### src/verilog/uefr_pkg.sv
package uefr_pkg;

    localparam logic [7:0] ADDR_FRAME_NUMBER_LOW = 8'hBA;
    localparam logic [7:0] ADDR_FRAME_NUMBER_HIGH_CRC = 8'hBB;
    localparam logic [7:0] ADDR_ENDPOINT_IRQ_ENABLE = 8'hC2;
    localparam logic [7:0] ADDR_ENDPOINT_FIFO_PORT = 8'hCF;
    localparam logic [7:0] ADDR_ENDPOINT_BYTE_COUNT = 8'hE2;
    localparam logic [7:0] ADDR_USB_CLOCK_DIVIDER = 8'hEA;
    localparam logic [7:0] ADDR_ENDPOINT_IRQ_FLAGS = 8'hF8;

    localparam int NUM_ENDPOINTS = 4;
    localparam int FIFO_DEPTH = 64;
    localparam int FIFO_PTR_W = 6;
    localparam int BYTE_COUNT_W = 7;
    localparam int FRAME_W = 11;

    localparam int FRAME_CHECK_GOOD_BIT = 5;
    localparam int FRAME_CHECK_BAD_BIT = 4;
    localparam int FRAME_UPPER_MSB = 2;

    localparam logic [3:0] RESET_IRQ_ENABLE = 4'h0;
    localparam logic [3:0] RESET_IRQ_FLAGS = 4'h0;
    localparam logic [10:0] RESET_FRAME_NUMBER = 11'h000;
    localparam logic [6:0] RESET_BYTE_COUNT = 7'h00;
    localparam logic [1:0] RESET_CLOCK_RATIO = 2'h0;

    // Special-function register access from the core
    typedef struct packed {
        logic wr;
        logic rd;
        logic [7:0] addr;
        logic [7:0] wdata;
    } uefr_sfr_req_t;

    // Start-of-frame report from the packet engine
    typedef struct packed {
        logic pid_seen;
        logic done;
        logic crc_good;
        logic [10:0] number;
    } uefr_sof_t;

    // Received OUT data from the packet engine
    typedef struct packed {
        logic data_pid;
        logic byte_valid;
        logic [7:0] data;
        logic packet_end;
        logic [1:0] endpoint;
    } uefr_rx_t;

endpackage

### src/verilog/uefr_fifo_bank.sv
`timescale 1ns/1ps
// Per-endpoint byte storage shared by the packet engine and the core port
module uefr_fifo_bank (
    input wire logic clk,                      // Core clock
    input wire logic reset_n,                  // Async reset, active low
    input wire logic [1:0] sel,                // Endpoint picked by firmware
    input wire logic cpu_wr,                   // Core writes the data port
    input wire logic cpu_rd,                   // Core reads the data port
    input wire logic [7:0] cpu_wdata,          // Byte from the core
    output logic [7:0] cpu_rdata,              // Byte at selected pointer
    input wire logic eng_wr,                   // Engine stores a received byte
    input wire logic eng_start,                // Engine starts a new packet
    input wire logic [1:0] eng_ep,             // Endpoint the engine targets
    input wire logic [7:0] eng_wdata           // Received byte
);

    logic [7:0] mem [uefr_pkg::NUM_ENDPOINTS][uefr_pkg::FIFO_DEPTH];
    logic [uefr_pkg::FIFO_PTR_W-1:0] cpu_ptr [uefr_pkg::NUM_ENDPOINTS];
    logic [uefr_pkg::FIFO_PTR_W-1:0] eng_ptr [uefr_pkg::NUM_ENDPOINTS];

    // Engine byte lands in eng_ep's memory, core byte in sel's memory; engine wins a clash
    always_ff @(posedge clk) begin
        if (eng_wr) begin
            mem[eng_ep][eng_ptr[eng_ep]] <= eng_wdata;
        end else if (cpu_wr) begin
            mem[sel][cpu_ptr[sel]] <= cpu_wdata;
        end
    end

    always_ff @(posedge clk or negedge reset_n) begin
        if (!reset_n) begin
            for (int i = 0; i < uefr_pkg::NUM_ENDPOINTS; i++) begin
                cpu_ptr[i] <= '0;
            end
        end else begin
            if (eng_start) begin
                cpu_ptr[eng_ep] <= '0;
            end
            if ((cpu_wr || cpu_rd) && !(eng_start && eng_ep == sel)) begin
                cpu_ptr[sel] <= cpu_ptr[sel] + 1'b1;
            end
        end
    end

    always_ff @(posedge clk or negedge reset_n) begin
        if (!reset_n) begin
            for (int i = 0; i < uefr_pkg::NUM_ENDPOINTS; i++) begin
                eng_ptr[i] <= '0;
            end
        end else if (eng_start) begin
            eng_ptr[eng_ep] <= '0;
        end else if (eng_wr) begin
            eng_ptr[eng_ep] <= eng_ptr[eng_ep] + 1'b1;
        end
    end

    // Left combinational so the register block can capture it on the read edge
    assign cpu_rdata = mem[sel][cpu_ptr[sel]];

endmodule

### src/verilog/uefr_regs.sv
`timescale 1ns/1ps
module uefr_regs (
    input wire logic clk,                              // Core clock, 250 MHz
    input wire logic reset_n,                          // Async reset, active low
    input wire uefr_pkg::uefr_sfr_req_t sfr_req,       // Register access
    output logic [7:0] sfr_rdata,                      // Read data, next cycle
    input wire logic [1:0] endpoint_select,            // From endpoint select reg
    input wire logic [3:0] endpoint_status_event,      // Status flag rise per EP
    input wire uefr_pkg::uefr_sof_t sof,               // Start-of-frame report
    input wire uefr_pkg::uefr_rx_t rx,                 // Received OUT data
    output logic [3:0] endpoint_irq_flags,             // Sticky endpoint flags
    output logic sof_irq,                              // Start-of-frame pulse
    output logic [1:0] controller_clock_ratio,         // Divider select
    output logic [10:0] frame_number                   // Last good frame number
);

    logic [3:0] endpoint_irq_enable;
    logic frame_check_good;
    logic frame_check_bad;
    logic [6:0] byte_count [uefr_pkg::NUM_ENDPOINTS];
    logic [6:0] rx_run;
    logic [7:0] fifo_rdata;
    logic [7:0] next_rdata;
    logic fifo_wr;
    logic fifo_rd;
    logic [3:0] flag_write;

    ////////////////////////////////////////////////////////////////////////
    function automatic logic hit(input uefr_pkg::uefr_sfr_req_t r, input logic [7:0] a);
        return r.addr == a;
    endfunction

    assign fifo_wr = sfr_req.wr && hit(sfr_req, uefr_pkg::ADDR_ENDPOINT_FIFO_PORT);
    assign fifo_rd = sfr_req.rd && hit(sfr_req, uefr_pkg::ADDR_ENDPOINT_FIFO_PORT);

    ////////////////////////////////////////////////////////////////////////
    // Enable register; upper bits are not stored
    always_ff @(posedge clk or negedge reset_n) begin
        if (!reset_n) begin
            endpoint_irq_enable <= uefr_pkg::RESET_IRQ_ENABLE;
        end else if (sfr_req.wr && hit(sfr_req, uefr_pkg::ADDR_ENDPOINT_IRQ_ENABLE)) begin
            endpoint_irq_enable <= sfr_req.wdata[3:0];
        end
    end

    always_ff @(posedge clk or negedge reset_n) begin
        if (!reset_n) begin
            controller_clock_ratio <= uefr_pkg::RESET_CLOCK_RATIO;
        end else if (sfr_req.wr && hit(sfr_req, uefr_pkg::ADDR_USB_CLOCK_DIVIDER)) begin
            controller_clock_ratio <= sfr_req.wdata[1:0];
        end
    end

    ////////////////////////////////////////////////////////////////////////
    // Flags: firmware can only clear (write 0 to a bit); a new enabled event wins
    always_comb begin
        flag_write = endpoint_irq_flags;
        if (sfr_req.wr && hit(sfr_req, uefr_pkg::ADDR_ENDPOINT_IRQ_FLAGS)) begin
            flag_write = endpoint_irq_flags & sfr_req.wdata[3:0];
        end
    end

    always_ff @(posedge clk or negedge reset_n) begin
        if (!reset_n) begin
            endpoint_irq_flags <= uefr_pkg::RESET_IRQ_FLAGS;
        end else begin
            endpoint_irq_flags <= flag_write
                | (endpoint_status_event & endpoint_irq_enable);
        end
    end

    ////////////////////////////////////////////////////////////////////////
    // Start of frame: interrupt on the PID, number and CRC bits at the end
    always_ff @(posedge clk or negedge reset_n) begin
        if (!reset_n) begin
            sof_irq <= 1'b0;
        end else begin
            sof_irq <= sof.pid_seen;
        end
    end

    always_ff @(posedge clk or negedge reset_n) begin
        if (!reset_n) begin
            frame_number <= uefr_pkg::RESET_FRAME_NUMBER;
        end else if (sof.done && sof.crc_good) begin
            frame_number <= sof.number;
        end
    end

    always_ff @(posedge clk or negedge reset_n) begin
        if (!reset_n) begin
            frame_check_good <= 1'b0;
            frame_check_bad <= 1'b0;
        end else if (sof.done) begin
            frame_check_good <= sof.crc_good;
            frame_check_bad <= !sof.crc_good;
        end
    end

    ////////////////////////////////////////////////////////////////////////
    // Byte count: counts data bytes after the data PID, saved at packet end
    always_ff @(posedge clk or negedge reset_n) begin
        if (!reset_n) begin
            rx_run <= uefr_pkg::RESET_BYTE_COUNT;
        end else if (rx.data_pid) begin
            rx_run <= uefr_pkg::RESET_BYTE_COUNT;
        end else if (rx.byte_valid) begin
            rx_run <= rx_run + 1'b1;
        end
    end

    always_ff @(posedge clk or negedge reset_n) begin
        if (!reset_n) begin
            for (int i = 0; i < uefr_pkg::NUM_ENDPOINTS; i++) begin
                byte_count[i] <= uefr_pkg::RESET_BYTE_COUNT;
            end
        end else if (rx.packet_end) begin
            byte_count[rx.endpoint] <= rx_run;
        end
    end

    uefr_fifo_bank fifo (
        .clk(clk),
        .reset_n(reset_n),
        .sel(endpoint_select),
        .cpu_wr(fifo_wr),
        .cpu_rd(fifo_rd),
        .cpu_wdata(sfr_req.wdata),
        .cpu_rdata(fifo_rdata),
        .eng_wr(rx.byte_valid),
        .eng_start(rx.data_pid),
        .eng_ep(rx.endpoint),
        .eng_wdata(rx.data)
    );

    ////////////////////////////////////////////////////////////////////////
    // Read mux; every answer is registered, so it stands until the next read
    always_comb begin
        next_rdata = 8'h00;
        if (hit(sfr_req, uefr_pkg::ADDR_ENDPOINT_FIFO_PORT)) begin
            next_rdata = fifo_rdata;
        end else if (hit(sfr_req, uefr_pkg::ADDR_FRAME_NUMBER_LOW)) begin
            next_rdata = frame_number[7:0];
        end else if (hit(sfr_req, uefr_pkg::ADDR_FRAME_NUMBER_HIGH_CRC)) begin
            next_rdata = {2'h0, frame_check_good, frame_check_bad, 1'b0,
                frame_number[10:8]};
        end else if (hit(sfr_req, uefr_pkg::ADDR_ENDPOINT_IRQ_ENABLE)) begin
            next_rdata = {4'h0, endpoint_irq_enable};
        end else if (hit(sfr_req, uefr_pkg::ADDR_ENDPOINT_BYTE_COUNT)) begin
            next_rdata = {1'b0, byte_count[endpoint_select]};
        end else if (hit(sfr_req, uefr_pkg::ADDR_USB_CLOCK_DIVIDER)) begin
            next_rdata = {6'h00, controller_clock_ratio};
        end else if (hit(sfr_req, uefr_pkg::ADDR_ENDPOINT_IRQ_FLAGS)) begin
            next_rdata = {4'h0, endpoint_irq_flags};
        end
    end

    always_ff @(posedge clk or negedge reset_n) begin
        if (!reset_n) begin
            sfr_rdata <= 8'h00;
        end else if (sfr_req.rd) begin
            sfr_rdata <= next_rdata;
        end
    end

endmodule

### config.mk
export PLATFORM = sky130hd
export DESIGN_NAME = uefr_regs
export DESIGN_NICKNAME = d
export VERILOG_FILES = /design/src/verilog/uefr_pkg.sv /design/src/verilog/uefr_fifo_bank.sv /design/src/verilog/uefr_regs.sv
export SDC_FILE = /design/constraint.sdc
export NUM_CORES = 2
export LEC_CHECK = 0
export BUFFER_PORTS_ARGS = -buffer_cell sky130_fd_sc_hd__buf_2
export CAP_MARGIN = 20
export CORE_ASPECT_RATIO = 0.75
export CORE_MARGIN = 8
export CORE_UTILIZATION = 45
export DETAILED_ROUTE_END_ITERATION = 16
export HOLD_SLACK_MARGIN = 0.02
export SYNTH_ARGS = -nofsm -noshare
export SYNTH_HDL_FRONTEND = slang
export SYNTH_HIERARCHICAL = 1
export SYNTH_SLANG_ARGS = --single-unit
### constraint.sdc
create_clock -name clk -period 3.37 [get_ports clk]
set_clock_uncertainty 0.2 [all_clocks]
set_input_delay 0.5055 -clock clk [delete_from_list [all_inputs] [get_ports clk]]
set_output_delay 0.5055 -clock clk [all_outputs]
set_load 0.05 [all_outputs]
==> impl_metrics.ini <==
[synth]
yosys.area.top_type_share_pct = 71.6
synth_cells = 4251
ys.flop_type = edfxtp_1
synth_area_per_cell_sq_um = 20.2
synth.net_count = 4307
synth.ff_latch_count = 2163
synthTopCellsByArea = edfxtp_1 72%, mux4_2 14%, dfrtp_1 3.3%
synth-edff-count = 2048
synth.most_common_cell = edfxtp_1
synth.largest_area_cell = edfxtp_1
async_flop_share_pct = 5.32
synthTopCellsByCount = 2048 x edfxtp_1, 529 x mux4_2, 323 x nor2_1
syn_area_sq_mm = 0.0859
seq_area_frac_synth_pct = 74.9
synth.distinct_cells = 75
yosys_warnings = 6

[pwr]
clockPowerShare_pct = 41.3
swShare_pct = 21.7
ir_worst_vdd_mv = 0.578
p_int_w = 0.0442
power_density_mw_per_mm2 = 540
p_sw_w = 0.0123
p_leak_nw = 34.9
combPwrFrac_pct = 6.1
p_seq_share_pct = 52.5

[outcome]
violations = negative hold slack, negative setup slack
outcome = complete, but fails checks

[drt]
detail_route.vias_per_cell = 6.03
drt_iter0_markers = 6079
firstDrtPassIters = 7
postRouteAntennaNets = 0
wl_per_cell_microns = 30.5
vias = 47919
wirelength_microns = 243000
drc = 0

[global_route]
antenna_found_initial = 5
grt-ovfl-total = 0
grt_pass1_wl_microns = 347000
track_usage_pct = 23.1
grt_max_degree = 109
grt_pass1_vias = 47082

[clock_network]
root_buffer = clkbuf_16
cts_buffers = 202
cts.clk_slew.worst_paths_ns = 0.06
cts.path.max_buffers = 3
h-tree-depth = 4
insertion_delay_ns = 0.84
cts.sink_count = 2163
cts_tree = done

[placement]
io_buffers = 78
dp_cells = 7506
place_ws_ns = -1.03
dp_hpwl_microns = 164000
place.gp.congestion = 0.929

[sta]
hold_violations = 5
finalCriticalPeriod_ns = 3.91
maxSlewHeadroom_pct = 22.1
timing.hold.ws_ns = -0.110
worst_pin_slew_ns = 1.16
min_period_over_period_pct = 116
setup_viol = 16
rsz0062_at_grt = yes
timing.fmax_ghz = 0.256
report.final.slew_viol_count = 0
finalWorstSetupSlack_ns = -0.536

[final_layout]
fillers = 14682
regArea_sq_mm = 0.0644
fin_cells = 7953
final_util_pct = 54.8
drive_above_1_share_pct = 37.9
area_delta_synth_final_pct = 21.6
multi_input_area_sq_mm = 0.0209
final_nets = 5296

[setup_path]
arrival_ns = 4.45
cpPeakStageDelay_ns = 0.66
cpMostUsedCell = buf_4
worstPathMaxFanout = 9
crit_slowest_cell = mux4_4
start_kind = flip-flop
end_kind = flip-flop
path_cells = mux4_4, buf_4, clkbuf_16, buf_4, nor2_4, buf_4, a21oi_1, o21ai_1, a222oi_1, buf_4, o32a_1, nand3_1, a22oi_2, a21oi_1
path_class = reg2reg
cp.required_ns = 3.91

[floorplanning]
design.die.area_sq_mm = 0.205
rows = 139
core_area_sq_mm = 0.191
die_w_microns = 521
io_pins = 79
initial_utilization_pct = 45.1
fp.dieH_microns = 394

[flow_run]
max-cap-violations = 0

[hold_path]
hold_path.class = in2reg
==> what timing repair did <==
item                                    4_1_cts  5_1_grt
hold buffers                                 46        1
pin swaps                                     8       32
setup buffers                                 0       20
endpoints found under the hold margin       174        6
endpoints found under the setup margin       45      273
gates cloned                                  1        2
gates resized for setup                      44      129
==> stage by stage <==
| stage | setup TNS [ns] | power, W | instance area [sq um] |
|---|---|---|---|
| 2_1_floorplan | -663.74 | 0.0319 | 86000 |
| 3_3_place_gp | -499.53 | 0.0335 | 96300 |
| 3_5_place_dp | -556.14 | 0.0335 | 96300 |
| 4_1_cts | -2.85 | 0.0568 | 104000 |
| 5_1_grt | -3.93 | 0.0579 | 105000 |
| 6_report | -3.02 | 0.0564 | 105000 |
==> critical path: cells and delay by family, from the launching register on <==
kind | cells | cell delay [ns]
AO/OA/AOI/OAI | 6 | 1.06
buffers and inverters | 5 | 1.07
flip-flops | 1 | 0.38
multiplexers | 1 | 0.66
AND/OR/NAND/NOR | 2 | 0.41
==> flip-flops by register name (all words and copies together) (netlist names) <==
| signal | flops |
|---|---|
| byte_count | 28 |
| controller_clock_ratio | 2 |
| endpoint_irq_enable | 4 |
| endpoint_irq_flags | 4 |
| fifo/cpu_ptr | 24 |
| fifo/eng_ptr | 24 |
| fifo/mem | 2048 |
| frame_check_bad | 1 |
| frame_check_good | 1 |
| frame_number | 11 |
| rx_run | 7 |
| sfr_rdata | 8 |
| sof_irq | 1 |
==> layer usage <==
metal	global-route usage, %	vias to the layer above	wire, microns
met5	0	-	41
met4	5.72	6	6250
met3	5.54	390	25400
met2	34.0	2455	108000
met1	35.1	25422	103000
li1	-	19646	-
==> power by group through the flow <==
| stage | registers (W) | clock network [W] | logic, W |
|---|---|---|---|
| 2_1_floorplan | 0.0304 | 0 | 0.00159 |
| 3_3_place_gp | 0.0302 | 0 | 0.00330 |
| 3_5_place_dp | 0.0302 | 0 | 0.00334 |
| 4_1_cts | 0.0296 | 0.0237 | 0.00342 |
| 5_1_grt | 0.0296 | 0.0247 | 0.00362 |
| 6_report | 0.0296 | 0.0233 | 0.00346 |
==> cells in the final DEF, fill, tap and decap left out, types with 27 or more instances in the layout <==
| cell type | count |
|---|---|
| buf_4 | 786 |
| buf_2 | 75 |
| edfxtp_1 | 2048 |
| a22oi_1 | 77 |
| dlygate4sd3_1 | 46 |
| mux4_2 | 528 |
| nand2_1 | 152 |
| o21ai_0 | 68 |
| a21oi_1 | 50 |
| mux2_2 | 70 |
| clkbuf_1 | 30 |
| nand3_1 | 40 |
| bufinv_16 | 27 |
| dfrtp_1 | 115 |
| clkbuf_16 | 206 |
| nor2b_1 | 33 |
| mux2i_1 | 72 |
| nor2_1 | 288 |
| buf_12 | 109 |
| clkinv_1 | 45 |
| clkinv_2 | 39 |
==> kinds of logic after synthesis <==
| kind of cell | count (synthesis) | synth area share [%] |
|---|---|---|
| and+or+nand+nor | 654 | 3.41 |
| muxes | 708 | 16.1 |
| AOI/OAI and AO/OA | 446 | 3.65 |
| xor gates and xnor gates | 12 | 0.122 |
| adders and majority gates | 3 | 0.0437 |
| DFF | 2163 | 74.9 |
| buffers and inverters | 265 | 1.75 |
==> worst paths after layout <==
kind | cells past startpoint | endpoint | from | slack (ns)
min | 2 | sfr_rdata[5]$_DFFE_PN0P_ | sfr_req[16] | -0.11
min in group asynchronous | 4 | sof_irq$_DFF_PN0_ | reset_n | 0.59
max reg2reg | 14 | sfr_rdata[7]$_DFFE_PN0P_ | fifo/cpu_ptr[2]$_DFF_PN0_ | -0.54
max in group asynchronous | 4 | endpoint_irq_enable[1]$_DFFE_PN0P_ | reset_n | 2.07
max | 14 | sfr_rdata[7]$_DFFE_PN0P_ | fifo/cpu_ptr[2]$_DFF_PN0_ | -0.54
min reg2reg | 1 | byte_count[27]$_DFFE_PN0P_ | byte_count[27]$_DFFE_PN0P_ | 0.30
==> final cells by class <==
cell class / instances / share of cell area [%]
Clock inverter: 141 / 1.46
Inverter: 11 / 0.0467
Timing Repair Buffer: 1039 / 8.88
Antenna cell: 3 / 0.00718
Clock buffer: 235 / 5.00
Multi-Input combinational cell: 1823 / 20.0
Sequential cell: 2163 / 61.6
Tap cell: 2538 / 3.04
Power figures use the tool's default switching activity.
